$ cat config.mk
export PLATFORM = sky130hd
export DESIGN_NAME = smdf_core
export DESIGN_NICKNAME = d
export VERILOG_FILES = /design/src/include/smdf_pkg.sv /design/src/core/smdf_core.sv
export SDC_FILE = /design/constraint.sdc
export NUM_CORES = 1
export LEC_CHECK = 0
export BUFFER_PORTS_ARGS = -buffer_cell sky130_fd_sc_hd__buf_4
export CAP_MARGIN = 20
export CORE_ASPECT_RATIO = 0.5
export CORE_MARGIN = 3
export CORE_UTILIZATION = 33
export CTS_CLUSTER_SIZE = 28
export DETAILED_ROUTE_END_ITERATION = 8
export SYNTH_ARGS = -nofsm -noshare
export SYNTH_HDL_FRONTEND = slang
export SYNTH_SLANG_ARGS = --single-unit
$ cat constraint.sdc
create_clock -name clock -period 18.5 [get_ports clock]
set_input_delay 1.85 -clock clock [delete_from_list [all_inputs] [get_ports clock]]
set_output_delay 1.85 -clock clock [all_outputs]
set_load 0.05 [all_outputs]
$ cat src/include/smdf_pkg.sv
/*
 * Constants for the serial mask display formatter: register offsets,
 * reset values, divider figures and character codes.
 * Assumes a byte-wide register port and a single 100 MHz clock.
 */
package smdf_pkg;
	// Register offsets (byte addresses on the register port)
	localparam logic [7:0] OFS_LINE_FREQ_SETUP = 8'h00;
	localparam logic [7:0] OFS_SET_MODE_CODE   = 8'h04;
	localparam logic [7:0] OFS_TITLE_FIRST     = 8'h08;
	localparam logic [7:0] OFS_TITLE_LAST      = 8'h17;
	localparam logic [7:0] OFS_UNIT_FIRST      = 8'h18;
	localparam logic [7:0] OFS_UNIT_LAST       = 8'h1f;
	localparam logic [7:0] OFS_DATA_MASK_B0    = 8'h60;
	localparam logic [7:0] OFS_DATA_MASK_B3    = 8'h63;
	localparam logic [7:0] OFS_SIGN_MASK_B0    = 8'h64;
	localparam logic [7:0] OFS_SIGN_MASK_B3    = 8'h67;
	localparam logic [7:0] OFS_STATUS          = 8'h68;
	localparam logic [7:0] OFS_BITS_RECEIVED   = 8'h69;
	localparam logic [7:0] OFS_DATA_LENGTH     = 8'h6a;
	localparam logic [7:0] OFS_MAGNITUDE_B0    = 8'h6b;
	localparam logic [7:0] OFS_MAGNITUDE_B3    = 8'h6e;

	// Reset values
	localparam logic [3:0] RST_LINE_FREQ_SETUP = 4'h0;
	localparam logic [3:0] RST_SET_MODE_CODE   = 4'hc;
	localparam logic [7:0] RST_MASK_BYTE       = 8'h00;
	localparam logic [7:0] RST_TEXT_CHAR       = 8'h20;

	// Mode codes: display-only normal and inverted polarity
	localparam logic [3:0] MODE_DISPLAY_NORMAL   = 4'hc;
	localparam logic [3:0] MODE_DISPLAY_INVERTED = 4'hd;
	localparam logic [3:0] SETUP_LAST_VALID      = 4'hb;

	// Clock divider: fixed prescale times a selected factor
	localparam int DIV_PRESCALE = 4;
	localparam int DIV_MUL_A    = 1;
	localparam int DIV_MUL_B    = 2;
	localparam int DIV_MUL_C    = 16;
	localparam logic [5:0] DIV_LIMIT_A = 6'(DIV_PRESCALE * DIV_MUL_A - 1);
	localparam logic [5:0] DIV_LIMIT_B = 6'(DIV_PRESCALE * DIV_MUL_B - 1);
	localparam logic [5:0] DIV_LIMIT_C = 6'(DIV_PRESCALE * DIV_MUL_C - 1);

	// Word and display geometry
	localparam int         WORD_BITS     = 32;
	localparam logic [5:0] WORD_BITS_MAX = 6'd32;
	localparam int         TITLE_CHARS   = 16;
	localparam int         UNIT_CHARS    = 8;
	localparam int         DIGITS        = 7;
	localparam logic [3:0] DATA_FIELD_LAST = 4'd8;
	localparam logic [7:0] CHR_BLANK = 8'h20;
	localparam logic [7:0] CHR_PLUS  = 8'h2b;
	localparam logic [7:0] CHR_MINUS = 8'h2d;
	localparam logic [7:0] CHR_POINT = 8'h2e;
	localparam logic [7:0] CHR_ZERO  = 8'h30;

	// Capture sequencer states
	typedef enum logic [2:0] {
		SMDF_IDLE = 3'b000,
		SMDF_LOW  = 3'b001,
		SMDF_HIGH = 3'b010,
		SMDF_DONE = 3'b011,
		SMDF_WAIT = 3'b100
	} smdf_state_e;
endpackage

$ cat src/core/smdf_core.sv
/*
 * Serial word capture with data and sign masks, plus the character
 * layout of the title, data and unit fields of a 1- or 2-line module.
 * Assumes synchronous inputs, one clock, byte register port with read
 * data one cycle after the read strobe, BCD digits from a converter.
 */
`timescale 1ns/10ps
module smdf_core
	import smdf_pkg::*;
#(
	parameter int MAG_W = 32	// Width of delivered magnitude
) (
	input  wire logic              clock,            // 100 MHz clock
	input  wire logic              rst_n,            // Async reset, low
	input  wire logic [7:0]        reg_addr,         // Register address
	input  wire logic [7:0]        reg_wr_data,      // Register write data
	input  wire logic              reg_wr_stb,       // Write strobe
	input  wire logic              reg_rd_stb,       // Read strobe
	output logic      [7:0]        reg_rd_data,      // Read data, next cycle
	input  wire logic              word_select_n,    // Word select, low active
	input  wire logic              serial_bit_in,    // Serial data in
	output logic                   serial_strobe,    // Bit acknowledge strobe
	output logic      [MAG_W-1:0]  magnitude,        // Right-aligned data
	output logic                   sign_negative,    // Captured sign
	output logic                   result_valid,     // One-cycle word done
	output logic                   two_line_mode,    // 2-line module chosen
	output logic                   low_emission,     // Low frequency mode
	input  wire logic [4*DIGITS-1:0] bcd_digits,     // Converter digits, MSD top
	input  wire logic [2:0]        point_after,      // Digits before point
	input  wire logic [4:0]        char_index,       // Line*16 + column
	output logic      [7:0]        char_code         // Character, next cycle
);

	// Configuration storage
	logic [3:0] setup_q, setup_d;
	logic [3:0] mode_q, mode_d;
	logic [7:0] title_q [TITLE_CHARS];
	logic [7:0] title_d [TITLE_CHARS];
	logic [7:0] unit_q [UNIT_CHARS];
	logic [7:0] unit_d [UNIT_CHARS];
	logic [31:0] data_mask_q, data_mask_d;
	logic [31:0] sign_mask_q, sign_mask_d;
	logic [7:0] rd_q, rd_d;

	// Capture state
	smdf_state_e state_q, state_d;
	logic [5:0]  div_q, div_d;
	logic [5:0]  bits_q, bits_d;
	logic [31:0] shift_q, shift_d;
	logic        strobe_q, strobe_d;
	logic        pin_q, pin_d;
	logic [MAG_W-1:0] mag_q, mag_d;
	logic        neg_q, neg_d;
	logic        valid_q, valid_d;
	logic [5:0]  len_q, len_d;
	logic        ever_q, ever_d;
	logic [7:0]  chr_q, chr_d;
	logic        two_q, two_d;
	logic        lowem_q, lowem_d;

	logic        inverted;
	logic        tick;
	logic [5:0]  div_limit;
	logic [31:0] field;
	logic [5:0]  lsb_pos;
	logic [5:0]  mask_ones;

	// Register writes and their address decode
	always_comb begin
		setup_d     = setup_q;
		mode_d      = mode_q;
		title_d     = title_q;
		unit_d      = unit_q;
		data_mask_d = data_mask_q;
		sign_mask_d = sign_mask_q;
		if (reg_wr_stb) begin
			if (reg_addr == OFS_LINE_FREQ_SETUP) begin
				setup_d = reg_wr_data[3:0];
			end
			if (reg_addr == OFS_SET_MODE_CODE) begin
				mode_d = reg_wr_data[3:0];
			end
			if (reg_addr >= OFS_TITLE_FIRST && reg_addr <= OFS_TITLE_LAST) begin
				title_d[4'(reg_addr - OFS_TITLE_FIRST)] = reg_wr_data;
			end
			if (reg_addr >= OFS_UNIT_FIRST && reg_addr <= OFS_UNIT_LAST) begin
				unit_d[3'(reg_addr - OFS_UNIT_FIRST)] = reg_wr_data;
			end
			if (reg_addr >= OFS_DATA_MASK_B0 && reg_addr <= OFS_DATA_MASK_B3) begin
				data_mask_d[8*(3-int'(reg_addr - OFS_DATA_MASK_B0)) +: 8] = reg_wr_data;
			end
			if (reg_addr >= OFS_SIGN_MASK_B0 && reg_addr <= OFS_SIGN_MASK_B3) begin
				sign_mask_d[8*(3-int'(reg_addr - OFS_SIGN_MASK_B0)) +: 8] = reg_wr_data;
			end
		end
	end

	// Register read mux; data stands for one cycle only
	always_comb begin
		rd_d = 8'h00;
		if (reg_rd_stb) begin
			if (reg_addr == OFS_LINE_FREQ_SETUP) begin
				rd_d = {4'h0, setup_q};
			end else if (reg_addr == OFS_SET_MODE_CODE) begin
				rd_d = {4'h0, mode_q};
			end else if (reg_addr >= OFS_TITLE_FIRST && reg_addr <= OFS_TITLE_LAST) begin
				rd_d = title_q[4'(reg_addr - OFS_TITLE_FIRST)];
			end else if (reg_addr >= OFS_UNIT_FIRST && reg_addr <= OFS_UNIT_LAST) begin
				rd_d = unit_q[3'(reg_addr - OFS_UNIT_FIRST)];
			end else if (reg_addr >= OFS_DATA_MASK_B0 && reg_addr <= OFS_DATA_MASK_B3) begin
				rd_d = data_mask_q[8*(3-int'(reg_addr - OFS_DATA_MASK_B0)) +: 8];
			end else if (reg_addr >= OFS_SIGN_MASK_B0 && reg_addr <= OFS_SIGN_MASK_B3) begin
				rd_d = sign_mask_q[8*(3-int'(reg_addr - OFS_SIGN_MASK_B0)) +: 8];
			end else if (reg_addr == OFS_STATUS) begin
				rd_d = {5'h00, state_q != SMDF_IDLE && state_q != SMDF_WAIT, neg_q, ever_q};
			end else if (reg_addr == OFS_BITS_RECEIVED) begin
				rd_d = {2'b00, len_q};
			end else if (reg_addr == OFS_DATA_LENGTH) begin
				rd_d = {2'b00, mask_ones};
			end else if (reg_addr >= OFS_MAGNITUDE_B0 && reg_addr <= OFS_MAGNITUDE_B3) begin
				rd_d = 8'(32'(mag_q) >> (8*(3-int'(reg_addr - OFS_MAGNITUDE_B0))));
			end
		end
	end

	// Configuration registers; masks clear on reset
	always_ff @(posedge clock or negedge rst_n) begin
		if (!rst_n) begin
			setup_q <= RST_LINE_FREQ_SETUP;
			mode_q  <= RST_SET_MODE_CODE;
			for (int i = 0; i < TITLE_CHARS; i++) begin
				title_q[i] <= RST_TEXT_CHAR;
			end
			for (int i = 0; i < UNIT_CHARS; i++) begin
				unit_q[i] <= RST_TEXT_CHAR;
			end
			data_mask_q <= {4{RST_MASK_BYTE}};
			sign_mask_q <= {4{RST_MASK_BYTE}};
			rd_q        <= 8'h00;
		end else begin
			setup_q     <= setup_d;
			mode_q      <= mode_d;
			title_q     <= title_d;
			unit_q      <= unit_d;
			data_mask_q <= data_mask_d;
			sign_mask_q <= sign_mask_d;
			rd_q        <= rd_d;
		end
	end

	// setup code: bit0 lines, bit1 frequency, bits 3:2 divider
	// prescale by four times the selected factor
	always_comb begin
		case (setup_q[3:2])
			2'd0:    div_limit = DIV_LIMIT_A;
			2'd1:    div_limit = DIV_LIMIT_B;
			default: div_limit = DIV_LIMIT_C;	// Codes above B fall here
		endcase
		tick  = (div_q == div_limit);
		div_d = tick ? 6'd0 : div_q + 6'd1;
		two_d = setup_q[0];
		// low frequency selects low emission operation
		lowem_d  = ~setup_q[1];
		// mode D flips strobe polarity and sign sense
		inverted = (mode_q == MODE_DISPLAY_INVERTED);
	end

	// data length and field alignment from the mask
	always_comb begin
		lsb_pos   = 6'd0;
		mask_ones = 6'd0;
		for (int i = WORD_BITS - 1; i >= 0; i--) begin
			if (data_mask_q[i]) begin
				lsb_pos   = 6'(i);
				mask_ones = mask_ones + 6'd1;
			end
		end
		// a contiguous run makes this shift exact
		field = (shift_q & data_mask_q) >> lsb_pos;
	end

	// Capture sequencer: sample, raise strobe, lower strobe
	always_comb begin
		state_d  = state_q;
		bits_d   = bits_q;
		shift_d  = shift_q;
		strobe_d = strobe_q;
		mag_d    = mag_q;
		neg_d    = neg_q;
		valid_d  = 1'b0;
		len_d    = len_q;
		ever_d   = ever_q;
		case (state_q)
			SMDF_IDLE: begin
				if (!word_select_n) begin
					bits_d  = 6'd0;
					shift_d = 32'h0000_0000;
					state_d = SMDF_LOW;
				end
			end
			SMDF_LOW: begin
				// select high ends the word early
				if (word_select_n) begin
					state_d = SMDF_DONE;
				end else if (tick) begin
					// MSB first shifts toward the top
					shift_d  = {shift_q[30:0], serial_bit_in};
					strobe_d = 1'b1;
					state_d  = SMDF_HIGH;
				end
			end
			SMDF_HIGH: begin
				if (tick) begin
					strobe_d = 1'b0;
					bits_d   = bits_q + 6'd1;
					if (word_select_n || bits_q + 6'd1 == WORD_BITS_MAX) begin
						state_d = SMDF_DONE;
					end else begin
						state_d = SMDF_LOW;
					end
				end
			end
			SMDF_DONE: begin
				// right-aligned result held until next word
				mag_d   = MAG_W'(field);
				// single sign mask bit selects the sign
				neg_d   = (|(shift_q & sign_mask_q)) ^ inverted;
				len_d   = bits_q;
				valid_d = 1'b1;
				ever_d  = 1'b1;
				state_d = SMDF_WAIT;
			end
			SMDF_WAIT: begin
				// Full-length word must see select rise first
				if (word_select_n) begin
					state_d = SMDF_IDLE;
				end
			end
			default: begin
				state_d = SMDF_IDLE;
			end
		endcase
		// strobe level on the pin, inverted in mode D only
		pin_d = strobe_d ^ inverted;
	end

	// Capture and setup-decode registers
	always_ff @(posedge clock or negedge rst_n) begin
		if (!rst_n) begin
			state_q  <= SMDF_IDLE;
			div_q    <= 6'd0;
			bits_q   <= 6'd0;
			shift_q  <= 32'h0000_0000;
			strobe_q <= 1'b0;
			pin_q    <= 1'b0;
			mag_q    <= '0;
			neg_q    <= 1'b0;
			valid_q  <= 1'b0;
			len_q    <= 6'd0;
			ever_q   <= 1'b0;
			two_q    <= 1'b0;
			lowem_q  <= 1'b1;
		end else begin
			state_q  <= state_d;
			div_q    <= div_d;
			bits_q   <= bits_d;
			shift_q  <= shift_d;
			strobe_q <= strobe_d;
			pin_q    <= pin_d;
			mag_q    <= mag_d;
			neg_q    <= neg_d;
			valid_q  <= valid_d;
			len_q    <= len_d;
			ever_q   <= ever_d;
			two_q    <= two_d;
			lowem_q  <= lowem_d;
		end
	end

	// Character layout for the addressed display cell
	always_comb begin
		logic       line;
		logic [3:0] col;
		logic [3:0] j;
		logic [3:0] dig;
		logic [2:0] k;
		line  = char_index[4];
		col   = char_index[3:0];
		j     = 4'd0;
		dig   = 4'd0;
		k     = (point_after > 3'(DIGITS)) ? 3'(DIGITS) : point_after;
		chr_d = CHR_BLANK;
		if (two_q && !line) begin
			chr_d = title_q[col];
		end else if (two_q == line) begin
			// 1-line module: only line 0 shows, no title
			// data field from the line's first column
			if (col == 4'd0) begin
				// sign in front of the seven digits
				chr_d = neg_q ? CHR_MINUS : CHR_PLUS;
			end else if (col <= DATA_FIELD_LAST) begin
				j = col - 4'd1;
				if (j == {1'b0, k}) begin
					chr_d = CHR_POINT;
				end else begin
					dig   = (j < {1'b0, k}) ? j : j - 4'd1;
					chr_d = CHR_ZERO | {4'h0, bcd_digits[4*(DIGITS-1-int'(dig)) +: 4]};
				end
			end else begin
				chr_d = unit_q[3'(col - DATA_FIELD_LAST)];
			end
			// non-blank unit start takes the last digit cell
			if (col == DATA_FIELD_LAST && unit_q[0] != CHR_BLANK) begin
				chr_d = unit_q[0];
			end
		end
	end

	// Character output register
	always_ff @(posedge clock or negedge rst_n) begin
		if (!rst_n) begin
			chr_q <= CHR_BLANK;
		end else begin
			chr_q <= chr_d;
		end
	end

	// Outputs straight from flip-flops
	assign reg_rd_data   = rd_q;
	assign serial_strobe = pin_q;
	assign magnitude     = mag_q;
	assign sign_negative = neg_q;
	assign result_valid  = valid_q;
	assign two_line_mode = two_q;
	assign low_emission  = lowem_q;
	assign char_code     = chr_q;

endmodule

==> results.toml <==
[setup_path]
cp_max_fo = 7
cpMaxStageDelayCell = "dfrtp_2"
crit_path_max_incr_delay_ns = 0.45
crit_required_ns = 18.95
cp_common_cell = "ha_1"
worstPathArrival_ns = 17.56
crit_path_end_kind = "flip-flop"
path_class = "flip-flop to flip-flop"
critPathLaunchType = "flip-flop"

[routing]
drc_errors = 0
vias_per_cell = 5.86
routedWlPerCell_um = 22.1
wl_mm = 87.5
drt_iter0_markers = 2337
num_vias = 23200
final_antenna_net_count = 0
drt-pass1-iter-count = 5

[floorplanning]
die_h_um = 209
die_width_um = 411
core_um2 = 80400
initial_core_util = 0.337
rows = 73
io_pins = 111
design.die.area_um2 = 85800

[cells_and_area]
final_core_utilization = 0.377
fin_cells = 3963
final_cell_mix = "nand2_1, dfrtp_1, mux2_2"
final_common_cell = "nand2_1"
drive_gt1_frac = 0.224
synthToLayoutAreaGrowth_pct = 11.7
n_antenna_cell = 0
fin_nets = 2972
fin_area_um2 = 30300
nFillCells = 8019

[global_route]
grt.overflow.total = 0
grt_pass1_wl_mm = 135
antenna_found_initial = 0
grt_pass1_vias = 22400
grt_max_degree = 99
track_usage = 0.198

[power_and_ir_drop]
p_leak_nw = 13.2
ir_worst_vdd_v = 0.0000795
total_power_mw = 2.23
swShare = 0.326
p_switching_mw = 0.726
p_comb_frac = 0.220
pwr-share-seq = 0.417
power_density_nw_per_um2 = 73.7
power.internal_mw = 1.50
pwr-share-clk = 0.363

[yosys]
yosys_warnings = 0
synth_flop_cell = "dfrtp_1"
syn_nets = 2967
netlist_instances = 2840
synth_edf_count = 0
synthArstFlopShare = 1.00
synth_area_um2 = 27100
ys_seq_elements = 372
synthMuxAreaShare = 0.215
ys_seq_area_frac = 0.345
synthSimpleGateAreaFrac = 0.146
synth_fa_ha_area_frac = 0.0326
synth_xor_xnor_area_share = 0.0728
synth.distinct_cells = 93
postSynthAreaPerCell_um2 = 9.55
synth_top_family_by_area = "multiplexers"
synth_compound_area_frac = 0.152

[timing]
finalSetupViolations = 0
finClkSkew_ns = 0.0327
final.setup.tns_ns = 0
drv_slew = 0
relSlewSlack = 0.264
finalCritPeriodShare = 0.925
rsz0062_at_grt = "false"
worstMarginPinSlew_ns = 1.10
hold_viol_final = 0
max_freq_mhz = 58.4
fin_crit_ns = 17.11

[place]
dp_hpwl_mm = 62.0
gp_congestion = 0.917
io_buffers = 110
dpl.cell_count = 3885
placed_area_um2 = 28900

[status]
outcome = "finished clean"

[min_path]
min_path_type = "flip-flop to flip-flop"

[clock_network]
cts_hold_buf = 0
cts_buffer_depth = 3
clk_pin_slew_ns = 0.06
htreeDepth = 2
cts_tree = "yes"
worstSkewPairLatency_ns = 0.58
cts_buffers = 40
clock_sinks = 372
cts-root-buf = "clkbuf_16"

[job]
max_cap_viol_count = 0
cell families after synthesis:
| kind of cell | after synthesis |
|---|---|
| fa+ha+maj | 71 |
| xor+xnor | 198 |
| flops | 372 |
| mux | 427 |
| buf+inv | 268 |
| compound gates | 634 |
| simple gates | 870 |
synth_stat cells, types with 17 or more instances:
| library cell | count | area share |
|---|---|---|
| o31ai_1 | 18 | 0.0050 |
| nand2_1 | 408 | 0.056 |
| dfrtp_1 | 344 | 0.32 |
| nor3_1 | 38 | 0.0070 |
| nor2b_1 | 19 | 0.0044 |
| a211oi_1 | 24 | 0.0066 |
| nand3_1 | 73 | 0.013 |
| o22ai_1 | 44 | 0.010 |
| nor4_1 | 17 | 0.0039 |
| a31oi_1 | 26 | 0.0060 |
| nor2_1 | 175 | 0.024 |
| o21ai_0 | 190 | 0.035 |
| a21oi_1 | 117 | 0.022 |
| and3_1 | 23 | 0.0053 |
| a221oi_1 | 17 | 0.0055 |
| xnor2_1 | 124 | 0.040 |
| o211ai_1 | 21 | 0.0058 |
| mux4_2 | 96 | 0.080 |
| mux2i_1 | 67 | 0.025 |
| mux2_2 | 262 | 0.11 |
| ha_1 | 69 | 0.032 |
| dfstp_2 | 28 | 0.027 |
| o221ai_1 | 38 | 0.012 |
| xor2_1 | 53 | 0.017 |
| nand4_1 | 17 | 0.0039 |
| clkbuf_1 | 166 | 0.023 |
| nand2b_1 | 18 | 0.0042 |
| inv_1 | 82 | 0.011 |
sequential cells by signal, indices dropped and copies added (netlist names), 3 cells and up:
signal and flops:
shift_q 32, char_code 8, reg_rd_data 8, len_q 6
title_q 128, sign_mask_q 32, mode_q 4, magnitude 32
unit_q 64, state_q 3, setup_q 4, data_mask_q 32
div_q 6, bits_q 6
layout make-up:
class	count	area, µm²	share of cell area
clock buffer	66	1240	0.0409
clock inverter	7	65.1	0.00215
inverter	86	323	0.0107
multi-input combinational	2200	16800	0.556
sequential	372	9350	0.309
tap	1087	1360	0.0449
timing repair buffer	145	1110	0.0366
worst paths after layout:
path	startpoint	endpoint	slack (ns)	cells past startpoint
min in group asynchronous	rst_n	reg_rd_data[6]	1.28	1
max	data_mask_q[30]	reg_rd_data[2]	1.39	91
min reg2reg	setup_q[0]	two_line_mode	0.43	0
min	setup_q[0]	two_line_mode	0.43	0
max reg2reg	data_mask_q[30]	reg_rd_data[2]	1.39	91
max in group asynchronous	rst_n	title_q[1]	13.99	4
per-stage QoR:
stage                     worst slack (ns)  hold slack (ns)
final                                 1.39            0.428
after global routing              0.000508            0.434
after CTS                            0.679            0.432
after detailed placement             0.718            0.408
after global placement                1.25            0.397
after floorplan                       2.82            0.369
worst max-delay path: cells and delay by family (launching register included):
family / cells / cell delay [ns]
compound gates: 32 / 4.89
xor+xnor: 13 / 2.26
fa+ha+maj: 16 / 4.47
buf+inv: 2 / 0.23
flops: 1 / 0.45
mux: 6 / 1.65
simple gates: 22 / 3.05
per-layer routing:
layer	wire length [µm]	global-route usage	up-vias
met4	2980	0.0717	0
li1	-	-	10400
met3	6000	0.0305	172
met2	40700	0.317	886
met5	0	0	-
met1	37800	0.271	11700
timing repair:
| action | 4_1_cts | 5_1_grt |
|---|---|---|
| buffers inserted | 0 | 2 |
| endpoints found under the hold margin | 0 | 0 |
| endpoints found under the setup margin | 0 | 5 |
| resized for setup | 0 | 15 |
power by group through the flow:
stage	registers (mW)	logic (mW)	clock network, mW
after floorplan	0.991	0.268	0
after global placement	0.941	0.483	0
after detailed placement	0.943	0.488	0
after CTS	0.929	0.490	0.821
after global routing	0.936	0.532	0.855
final	0.930	0.492	0.810
Power figures use the tool's default switching activity.
